## src/hw/arrs_pkg.sv

```systemverilog
// Constants and types of the repeat-ring conversion sequencer
// Notes on behaviour
// While running, the selected input is converted back to back at 8- or 10-bit resolution.
// Exactly one input is chosen, one of twelve analog pins by group and channel, or the reference.
// Conversion starts on a software start, a timer event or an external trigger.
// Conversion goes on until software writes 0 to the start bit, and never stops by itself.
// Results go to result registers 0 to 7 in rotation, the ninth wrapping back to register 0.
// The interrupt request pulses when a result is written into result register 7.
// Software reads all eight result registers to collect the results.
// Software sets standby release and waits a cycle before setting start, never both at once.
// Software does not clear standby release while converting.
// The rotation and the interrupt every eighth result go on for as long as conversion runs.
`default_nettype none
package arrs_pkg;
    // Register byte addresses
    localparam logic [11:0] ARRS_CTRL_A_OFS  = 12'h000;
    localparam logic [11:0] ARRS_CTRL_B_OFS  = 12'h004;
    localparam logic [11:0] ARRS_INSEL_OFS   = 12'h008;
    localparam logic [11:0] ARRS_STATUS_OFS  = 12'h00C;
    localparam logic [11:0] ARRS_RESULT_OFS  = 12'h020;
    localparam logic [11:0] ARRS_RESULT_END  = 12'h03C;
    // Control A fields: start bit, trigger source
    localparam int ARRS_START_BIT = 0;
    localparam int ARRS_TRIG_LSB  = 1;
    // Control B fields: standby release, extended select, resolution
    localparam int ARRS_STBY_BIT  = 0;
    localparam int ARRS_EXT_BIT   = 1;
    localparam int ARRS_RES10_BIT = 2;
    // Input select fields
    localparam int ARRS_CH_LSB  = 0;
    localparam int ARRS_GRP_LSB = 4;
    // Trigger sources
    typedef enum logic [1:0] {
        ARRS_TRIG_SW    = 2'b00,
        ARRS_TRIG_TIMER = 2'b01,
        ARRS_TRIG_EXT   = 2'b10
    } arrs_trig_t;
    // Sequencer states
    typedef enum logic [1:0] {
        ARRS_IDLE = 2'b00,
        ARRS_ARM  = 2'b01,
        ARRS_CONV = 2'b10
    } arrs_state_t;
    localparam int          ARRS_NUM_RES   = 8;
    localparam logic [2:0]  ARRS_LAST_SLOT = 3'h7;
    localparam logic [3:0]  ARRS_REF_SEL   = 4'hC;
    localparam logic [31:0] ARRS_ZERO      = 32'h0000_0000;
endpackage
`default_nettype wire

```

## src/hw/arrs_seq.sv

```systemverilog
// Repeat-ring conversion sequencer with APB register slave
`default_nettype none
module arrs_seq (
    // Clock and reset
    input  wire logic        pclk,
    input  wire logic        presetn,
    // APB slave
    input  wire logic        psel,
    input  wire logic        penable,
    input  wire logic        pwrite,
    input  wire logic [11:0] paddr,
    input  wire logic [31:0] pwdata,
    output logic      [31:0] prdata,
    output logic             pready,
    output logic             pslverr,
    // Trigger sources
    input  wire logic        timer_trigger_source,
    input  wire logic        ext_trigger_pin,
    // Conversion core
    output logic             conv_start,
    output logic      [3:0]  input_sel,
    output logic             conv_res10,
    output logic             core_enable,
    input  wire logic        conv_done,
    input  wire logic [9:0]  conv_result,
    // Interrupt request
    output logic             conv_irq
);
    import arrs_pkg::*;

    typedef struct packed {
        arrs_state_t state;
        logic        start;
        arrs_trig_t  trig;
        logic        stby;
        logic        ext;
        logic        res10;
        logic [2:0]  chan;
        logic [1:0]  grp;
        logic [2:0]  slot;
        logic [ARRS_NUM_RES-1:0][9:0] res; // Eight result slots, packed
        logic        irq;
        logic [31:0] rdata;
        logic        err;
        logic [1:0]  ext_s;
        logic        ext_prev;
    } arrs_st_t;

    arrs_st_t s_reg, s_next;
    logic     apb_wr, apb_rd, hit, trig_evt, ext_rise;
    logic [3:0] sel;

    // Result-register address test
    function automatic logic is_result(input logic [11:0] a);
        return a >= ARRS_RESULT_OFS && a <= ARRS_RESULT_END && a[1:0] == 2'b00;
    endfunction

    // Input choice: reference, or group and channel to one of twelve pins
    always_comb begin
        if (s_reg.ext)
            sel = ARRS_REF_SEL;
        else
            sel = 4'({s_reg.grp, 2'b00}) + 4'({1'b0, s_reg.chan});
    end

    // Bus decode and trigger qualification
    assign apb_wr   = psel && penable && pwrite;
    assign apb_rd   = psel && !penable && !pwrite;
    assign hit      = paddr == ARRS_CTRL_A_OFS || paddr == ARRS_CTRL_B_OFS
                   || paddr == ARRS_INSEL_OFS || paddr == ARRS_STATUS_OFS || is_result(paddr);
    assign ext_rise = s_reg.ext_s[1] && !s_reg.ext_prev;
    always_comb begin
        case (s_reg.trig)
            ARRS_TRIG_SW:    trig_evt = 1'b1;
            ARRS_TRIG_TIMER: trig_evt = timer_trigger_source;
            ARRS_TRIG_EXT:   trig_evt = ext_rise;
            default:         trig_evt = 1'b0;
        endcase
    end

    // Next-state logic
    always_comb begin
        s_next          = s_reg;
        s_next.irq      = 1'b0;
        s_next.err      = 1'b0;
        s_next.ext_s    = {s_reg.ext_s[0], ext_trigger_pin};
        s_next.ext_prev = s_reg.ext_s[1];
        // Sequencer
        case (s_reg.state)
            ARRS_IDLE: begin
                if (s_reg.start)
                    s_next.state = ARRS_ARM;
            end
            ARRS_ARM: begin
                if (!s_reg.start)
                    s_next.state = ARRS_IDLE;
                else if (trig_evt) begin
                    s_next.state = ARRS_CONV;
                end
            end
            ARRS_CONV: begin
                if (conv_done) begin
                    s_next.res[s_reg.slot] = conv_result;
                    s_next.slot = s_reg.slot + 3'h1;
                    s_next.irq  = s_reg.slot == ARRS_LAST_SLOT;
                end
                if (!s_reg.start) begin
                    s_next.state = ARRS_IDLE;
                end
            end
            default: s_next.state = ARRS_IDLE;
        endcase
        // Register writes
        if (apb_wr) begin
            case (paddr)
                ARRS_CTRL_A_OFS: begin
                    s_next.start = pwdata[ARRS_START_BIT];
                    s_next.trig  = arrs_trig_t'(pwdata[ARRS_TRIG_LSB +: 2]);
                    if (pwdata[ARRS_START_BIT] && !s_reg.start)
                        s_next.slot = 3'h0;
                end
                ARRS_CTRL_B_OFS: begin
                    s_next.stby  = pwdata[ARRS_STBY_BIT];
                    s_next.ext   = pwdata[ARRS_EXT_BIT];
                    s_next.res10 = pwdata[ARRS_RES10_BIT];
                end
                ARRS_INSEL_OFS: begin
                    s_next.chan = pwdata[ARRS_CH_LSB +: 3];
                    s_next.grp  = pwdata[ARRS_GRP_LSB +: 2];
                end
                default: s_next.err = !hit;
            endcase
        end
        // Read data captured in setup phase
        if (apb_rd) begin
            s_next.err = !hit;
            if (is_result(paddr))
                s_next.rdata = {22'h0, s_reg.res[paddr[4:2]]};
            else begin
                case (paddr)
                    ARRS_CTRL_A_OFS: s_next.rdata = {29'h0, s_reg.trig, s_reg.start};
                    ARRS_CTRL_B_OFS: s_next.rdata = {29'h0, s_reg.res10, s_reg.ext, s_reg.stby};
                    ARRS_INSEL_OFS:  s_next.rdata = {26'h0, s_reg.grp, 1'b0, s_reg.chan};
                    ARRS_STATUS_OFS: s_next.rdata = {27'h0, s_reg.slot, s_reg.state};
                    default:         s_next.rdata = ARRS_ZERO;
                endcase
            end
        end
    end

    // State register
    always_ff @(posedge pclk or negedge presetn) begin
        if (!presetn)
            s_reg <= '0;
        else
            s_reg <= s_next;
    end

    // Outputs
    assign prdata      = s_reg.rdata;
    assign pready      = 1'b1;
    assign pslverr     = psel && penable && (pwrite ? !hit : s_reg.err);
    assign conv_start  = s_reg.state == ARRS_CONV && s_reg.start;
    assign input_sel   = sel;
    assign conv_res10  = s_reg.res10;
    assign core_enable = s_reg.stby;
    assign conv_irq    = s_reg.irq;

    // Checks
    chk_irq_slot_wrap: assert property (@(posedge pclk) disable iff (!presetn)
        (s_reg.state == ARRS_CONV && conv_done && s_reg.slot == ARRS_LAST_SLOT && s_reg.start)
        |=> conv_irq && s_reg.slot == 3'h0)
        else $error("irq not raised on slot 7 write");
    chk_irq_only_last: assert property (@(posedge pclk) disable iff (!presetn)
        conv_irq |-> $past(s_reg.slot) == ARRS_LAST_SLOT && $past(conv_done))
        else $error("irq without slot 7 write");
    chk_slot_advance: assert property (@(posedge pclk) disable iff (!presetn)
        (s_reg.state == ARRS_CONV && conv_done && !apb_wr)
        |=> s_reg.slot == $past(s_reg.slot) + 3'h1)
        else $error("slot did not advance");
    chk_result_store: assert property (@(posedge pclk) disable iff (!presetn)
        (s_reg.state == ARRS_CONV && conv_done)
        |=> s_reg.res[$past(s_reg.slot)] == $past(conv_result))
        else $error("result not stored");
    chk_keeps_running: assert property (@(posedge pclk) disable iff (!presetn)
        (s_reg.state == ARRS_CONV && s_reg.start) |=> s_reg.state == ARRS_CONV)
        else $error("conversion stopped without clear");
    chk_stop_on_clear: assert property (@(posedge pclk) disable iff (!presetn)
        (s_reg.state != ARRS_IDLE && !s_reg.start) |=> s_reg.state == ARRS_IDLE && !conv_start)
        else $error("conversion did not stop");
    chk_sw_trigger: assert property (@(posedge pclk) disable iff (!presetn)
        (s_reg.state == ARRS_ARM && s_reg.start && s_reg.trig == ARRS_TRIG_SW)
        |=> s_reg.state == ARRS_CONV)
        else $error("software trigger ignored");
    chk_ref_select: assert property (@(posedge pclk) disable iff (!presetn)
        s_reg.ext |-> input_sel == ARRS_REF_SEL)
        else $error("reference not selected");
    // Trigger, hold, stop, slot rewind, interrupt pulse and read-path checks
    chk_timer_trigger: assert property (@(posedge pclk) disable iff (!presetn)
        (s_reg.state == ARRS_ARM && s_reg.start && s_reg.trig == ARRS_TRIG_TIMER
            && timer_trigger_source) |=> s_reg.state == ARRS_CONV)
        else $error("timer trigger ignored");
    chk_ext_trigger: assert property (@(posedge pclk) disable iff (!presetn)
        (s_reg.state == ARRS_ARM && s_reg.start && s_reg.trig == ARRS_TRIG_EXT && ext_rise)
        |=> s_reg.state == ARRS_CONV)
        else $error("external trigger ignored");
    chk_wait_trigger: assert property (@(posedge pclk) disable iff (!presetn)
        (s_reg.state == ARRS_ARM && !trig_evt) |=> s_reg.state != ARRS_CONV)
        else $error("conversion began without trigger");
    chk_core_hold: assert property (@(posedge pclk) disable iff (!presetn)
        (s_reg.state == ARRS_CONV && s_reg.start && !apb_wr) |=> conv_start)
        else $error("conversion paused while running");
    chk_start_stops: assert property (@(posedge pclk) disable iff (!presetn)
        (apb_wr && paddr == ARRS_CTRL_A_OFS && !pwdata[ARRS_START_BIT]) |=> !conv_start)
        else $error("clearing start left conversion running");
    chk_rearm_slot: assert property (@(posedge pclk) disable iff (!presetn)
        (apb_wr && paddr == ARRS_CTRL_A_OFS && pwdata[ARRS_START_BIT] && !s_reg.start)
        |=> s_reg.slot == 3'h0)
        else $error("slot not rewound on start");
    chk_irq_one_pulse: assert property (@(posedge pclk) disable iff (!presetn)
        conv_irq |=> !conv_irq)
        else $error("irq held longer than one cycle");
    chk_read_result: assert property (@(posedge pclk) disable iff (!presetn)
        (apb_rd && is_result(paddr)) |=> prdata == {22'h0, $past(s_reg.res[paddr[4:2]])})
        else $error("result read returned wrong slot");
endmodule
`default_nettype wire

```

## config.mk

```make
export PLATFORM = sky130hd
export DESIGN_NAME = arrs_seq
export DESIGN_NICKNAME = d
export VERILOG_FILES = /design/src/hw/arrs_pkg.sv /design/src/hw/arrs_seq.sv
export SDC_FILE = /design/constraint.sdc
export NUM_CORES = 1
export LEC_CHECK = 0
export ABC_CLOCK_PERIOD_IN_PS = 2200
export BUFFER_PORTS_ARGS = -buffer_cell sky130_fd_sc_hd__buf_2
export CAP_MARGIN = 20
export CORE_MARGIN = 2
export CORE_UTILIZATION = 30
export DETAILED_ROUTE_END_ITERATION = 12
export PLACE_DENSITY_LB_ADDON = 0.12
export RECOVER_POWER = 100
export SYNTH_ARGS = -nofsm -noshare
export SYNTH_HDL_FRONTEND = slang
export SYNTH_SLANG_ARGS = --single-unit
```

## constraint.sdc

```tcl
create_clock -name pclk -period 2.2 [get_ports pclk]
set_clock_uncertainty 0.05 [all_clocks]
set_input_delay 0.11 -clock pclk [delete_from_list [all_inputs] [get_ports pclk]]
set_output_delay 0.11 -clock pclk [all_outputs]
set_load 0.1 [all_outputs]
```

==> flow_summary.json, run 1 <==
{
  "status": "complete, no violations",
  "ys_seq_area_share_pct": 51.2,
  "track_usage_pct": 13.8,
  "clk_latency_ns": 0.35,
  "grt_pass1_vias": 3404,
  "synth-main-ff-cell": "dfrtp_1",
  "vias": 3263,
  "fin_util_pct": 34.8,
  "critPathLaunchType": "flip-flop",
  "postCtsSetupBuffers": 0,
  "rsz0062_at_grt": "false",
  "design_area_um2": 6200,
  "portBuffers": 53,
  "r2r_start": "s_reg[117]$_DFF_PN0_",
  "hold_start": "conv_result[8]",
  "synthTopCellsByCount": "dfrtp_1, mux2_2, buf_4",
  "crit_start": "s_reg[117]$_DFF_PN0_",
  "nets": 514,
  "ant_nets": 0,
  "cp_max_fo": 10,
  "numCtsBuffers": 9,
  "dp_worst_setup_slack_ns": 0.416,
  "finalHoldViolCount": 0,
  "detail_route.wl_per_cell_um": 18.5,
  "start_util_pct": 30.4,
  "area_growth_pct": 14.5,
  "async_reset_ff_share_pct": 100,
  "ff2ff_path_depth": 4,
  "slew_violations": 0,
  "cts_buffer_depth": 2,
  "fmax_mhz": 519,
  "tritoncts": "yes",
  "path_clk_slew_ns": 0.08,
  "hold_path.class": "primary input to flip-flop",
  "syn_avg_cell_area_um2": 14.1,
  "yosys.area.top_type": "dfrtp_1",
  "coreArea_um2": 17800,
  "yosys.area.top_type_share_pct": 51.2,
  "placed_area_um2": 5940,
  "drt-initial-drc-count": 165,
  "ctsResizeCount": 0,
  "hpwl_mm": 8.40,
  "die_h_um": 138,
  "slew_headroom_pct": 21.6,
  "overflow": 0,
  "syn_area_um2": 5420,
  "root_buffer": "clkbuf_16",
  "h-tree-depth": 3,
  "synth_edf_count": 0,
  "drt_pass1_iterations": 4,
  "gp_congestion": 0.716,
  "grt_max_degree": 66,
  "ioPinCount": 104,
  "finalHoldWorstSlack_ns": 0.0477,
  "finalSetupViolations": 0,
  "via_per_inst": 4.77,
  "dieWidth_um": 138,
  "tightest_slew_ns": 1.18,
  "setup_tns_ns": 0,
  "pwr_density_cell_nw_per_um2": 670,
  "dieArea_um2": 19200,
  "antenna_found_initial": 1,
  "clock_sinks": 111,
  "ys_top_cells_by_area": "dfrtp_1, mux2_2, mux4_2",
  "hold_buffers": 7,
  "finalWorstSetupSlack_ns": 0.273,
  "cp.arrival_ns": 2.11,
  "maxCapViolCount": 0,
  "wl_mm": 12.7,
  "p_leak_nw": 2.99,
  "end_kind": "flip-flop",
  "vdd_drop_max_uv": 343,
  "rrSetupSlack_ns": 0.27,
  "drc": 0,
  "synth_cell_types": 47,
  "synth-seq-cells": 111,
  "drive_above_1_share_pct": 43.6,
  "grt_pass1_wl_mm": 20.2,
  "fin_crit_sh_pct": 87.6,
  "min_period_ns": 1.93,
  "worstSetupPathType": "flip-flop to flip-flop",
  "syn_inst": 385,
  "ys.warnings.count": 0,
  "row_count": 49,
  "synth_most_common_cell": "dfrtp_1",
  "crit_required_ns": 2.38
}
[how the worst min path moves through the flow]
| stage | endpoint | cells after the start |
|---|---|---|
| after CTS | flip-flop | 2 |
| after floorplan | asynchronous set/reset pin | 0 |
| after global routing | flip-flop | 2 |
| after detailed placement | s_next[0]$_DFF_PN0_ | 1 |
| final | flip-flop | 2 |
| after global placement | s_reg[0]$_DFF_PN0_ | 1 |
[where the power goes]
group / switching [W] / total (W) / internal (W)
Sequential: 0.00000591 / 0.00205 / 0.00205
Clock: 0.000807 / 0.00166 / 0.000856
Combinational: 0.000363 / 0.000443 / 0.0000797
Total: 0.00118 / 0.00416 / 0.00298
[layer usage]
metal	vias to the layer above	track usage (%)	wire length, um
met5	-	0	0
li1	1482	-	-
met3	13	2.56	483
met1	1686	19.4	6170
met4	0	5.21	214
met2	82	21.2	5790
[area by class of cell]
type | count | area (um^2)
clock buffer | 11 | 253
tap | 229 | 287
sequential | 111 | 2780
fill | 1750 | 11600
inverter | 4 | 15.0
timing repair buffer | 81 | 459
clock inverter | 5 | 45.0
antenna | 1 | 2.50
multi-input combinational | 242 | 2360
[critical path, stage by stage, from the launching register on]
cell and delay, ns:
dfrtp_1 0.49, nand4b_1 0.27, nor3b_2 0.22, clkbuf_2 0.39, mux2_2 0.38
[cells in the final DEF, fill, tap and decap left out, types with 2 or more instances in the layout]
cell / Yosys / routed
o21ai_0: 11 / 11
nor3b_1: 3 / 4
nand4b_1: 2 / 2
dlygate4sd3_1: 0 / 7
a221o_1: 2 / 2
conb_1: 2 / 23
nand4_1: 1 / 2
mux2_2: 92 / 91
nand2b_1: 4 / 4
clkbuf_2: 0 / 12
nand2_1: 12 / 12
buf_2: 9 / 31
nor4_4: 2 / 2
clkbuf_1: 5 / 19
clkbuf_8: 0 / 2
nor2_1: 11 / 11
clkbuf_16: 0 / 9
nor2_2: 2 / 2
a41o_2: 2 / 2
inv_1: 4 / 4
dfrtp_1: 111 / 111
buf_4: 34 / 11
inv_6: 0 / 2
nand3b_1: 4 / 4
and3_1: 2 / 2
a21oi_1: 2 / 2
o22ai_1: 3 / 3
ha_1: 3 / 3
mux2_4: 5 / 5
mux2i_1: 10 / 10
nor2b_1: 5 / 5
a22oi_1: 2 / 2
inv_8: 0 / 2
mux4_2: 19 / 19
[per-stage QoR]
step / power, W / cells
CTS: 0.00423 / 683
detailed placement: 0.00254 / 660
global route: 0.00434 / 683
floorplan: 0.00244 / 406
global placement: 0.00253 / 660
finish: 0.00416 / 684
[logic make-up after synthesis]
group,Yosys count,share of synthesized area (%)
AO/OA/AOI/OAI,30,3.83
XOR/XNOR,2,0.323
adder cells (fa/ha/maj),3,0.693
buffers and inverters,53,6.23
flip-flops,111,51.2
multiplexers,126,30.2
other,2,0.139
AND/OR/NAND/NOR,58,7.29
(Power assumes the default switching activity.)
==> inputs of run 2 (changes only) <==
--- a/config.mk
+++ b/config.mk
@@ -11,7 +11,7 @@
 export CORE_MARGIN = 2
 export CORE_UTILIZATION = 30
 export DETAILED_ROUTE_END_ITERATION = 12
-export PLACE_DENSITY_LB_ADDON = 0.12
+export PLACE_DENSITY = 0.56
 export RECOVER_POWER = 100
 export SYNTH_ARGS = -nofsm -noshare
 export SYNTH_HDL_FRONTEND = slang
==> run 2 against run 1 <==
Compared with the run above: sequential share of layout area rose by 0.20 points; non-clock buffer count rose by 1; die area did not move; worst setup slack got worse by 0.024 ns; via count rose by 0.52%.
==> flow_summary.json, run 2 (synthesis gave the netlist of run 1 again) <==
{
  "grt_max_degree": 46,
  "cp_max_fo": 6,
  "via_per_inst": 4.80,
  "mostFrequentLayoutCell": "dfrtp_1",
  "overflow": 0,
  "tightest_slew_ns": 1.19,
  "grt_pass1_vias": 3459,
  "nets": 515,
  "p_leak_nw": 3.01,
  "drt-initial-drc-count": 66,
  "min_path_cells": 2,
  "detail_route.wl_per_cell_um": 17.2,
  "placed_area_um2": 5930,
  "rrSetupSlack_ns": 0.25,
  "hold_buffers": 7,
  "track_usage_pct": 12.9,
  "h-tree-depth": 3,
  "fin_util_pct": 34.6,
  "setup_tns_ns": 0,
  "antenna_found_initial": 0,
  "maxCapViolCount": 0,
  "row_count": 49,
  "worstSetupPathType": "primary input to primary output",
  "clk_latency_ns": 0.35,
  "finalHoldViolCount": 0,
  "n_antenna_cell": 0,
  "clock_sinks": 111,
  "critPathLaunchType": "primary input",
  "min_period_ns": 1.95,
  "vias": 3280,
  "cp.arrival_ns": 1.79,
  "ctsResizeCount": 0,
  "grt_pass1_wl_mm": 19.2,
  "drive_above_1_share_pct": 42.7,
  "dieWidth_um": 138,
  "ff2ff_path_depth": 4,
  "slew_violations": 0,
  "ant_nets": 0,
  "die_h_um": 138,
  "numCtsBuffers": 9,
  "crit_required_ns": 2.04,
  "rsz0062_at_grt": "false",
  "portBuffers": 53,
  "design_area_um2": 6180,
  "root_buffer": "clkbuf_16",
  "r2r_start": "s_reg[131]$_DFFE_PN0P_",
  "vdd_drop_max_uv": 454,
  "pwr_density_cell_nw_per_um2": 655,
  "hpwl_mm": 8.26,
  "status": "complete, no violations",
  "tritoncts": "yes",
  "area_growth_pct": 13.9,
  "drc": 0,
  "end_kind": "primary output",
  "drt_pass1_iterations": 6,
  "postCtsSetupBuffers": 0,
  "ioPinCount": 104,
  "fmax_mhz": 513,
  "slew_headroom_pct": 20.9,
  "path_clk_slew_ns": 0.08,
  "dieArea_um2": 19200,
  "hold_start": "conv_result[5]",
  "fin_crit_sh_pct": 88.7,
  "hold_path.class": "primary input to flip-flop",
  "final_cell_mix": "dfrtp_1, mux2_2, buf_2",
  "cts_buffer_depth": 2,
  "gp_congestion": 0.716,
  "start_util_pct": 30.4,
  "wl_mm": 11.8,
  "coreArea_um2": 17800,
  "finalSetupViolations": 0
}
## run 2: cell types whose count changed in the layout (fill, tap and decap cells not counted), moves of 3 or more
cell,change
buf_4,-4
mux2_1,+4
mux2_4,-4
buf_2,+3
clkbuf_2,+3
## run 2: stage by stage
stage          cells  total power [W]  hold slack, ns  worst slack (ns)
2_1_floorplan    406          0.00244          -0.236             0.238
3_3_place_gp     661          0.00253          0.0885             0.384
3_5_place_dp     661          0.00254          0.0928             0.361
4_1_cts          683          0.00412          0.0265             0.325
5_1_grt          683          0.00423          0.0381             0.115
6_report         683          0.00405          0.0377             0.249
## run 2: layout make-up
cell class / instances / area (um^2)
Clock buffer: 11 / 243
Clock inverter: 4 / 37.5
Fill cell: 1757 / 11700
Inverter: 4 / 15.0
Multi-Input combinational cell: 242 / 2340
Sequential cell: 111 / 2780
Tap cell: 229 / 287
Timing Repair Buffer: 82 / 472
## run 2: power breakdown
part	internal (W)	switching, W
Clock	0.000812	0.000741
Sequential	0.00205	0.00000531
Combinational	0.0000821	0.000358
Total	0.00294	0.00110
## run 2: worst max path at each step
stage / startpoint / endpoint / cells after the start
6_report: paddr[1] / pslverr / 7
5_1_grt: s_reg[131]$_DFFE_PN0P_ / flip-flop / 4
4_1_cts: s_reg[131]$_DFFE_PN0P_ / flip-flop / 5
3_5_place_dp: s_reg[131]$_DFFE_PN0P_ / flip-flop / 5
3_3_place_gp: s_reg[131]$_DFFE_PN0P_ / flip-flop / 5
2_1_floorplan: s_reg[131]$_DFFE_PN0P_ / conv_start / 2
## run 2: critical path: stages
cell,delay (ns)
buf_2,0.10
nor4_1,0.58
buf_4,0.26
nand2_1,0.07
a21oi_1,0.28
a211oi_4,0.10
buf_2,0.30
## run 2: per-layer routing
| metal | up-vias | GRT usage, % | share of wire, % |
|---|---|---|---|
| met3 | 12 | 2.87 | 4.2 |
| met1 | 1691 | 16.9 | 46 |
| li1 | 1492 | - | - |
| met2 | 85 | 21.7 | 49 |
| met5 | - | 0 | 0 |
| met4 | 0 | 3.71 | 1.3 |
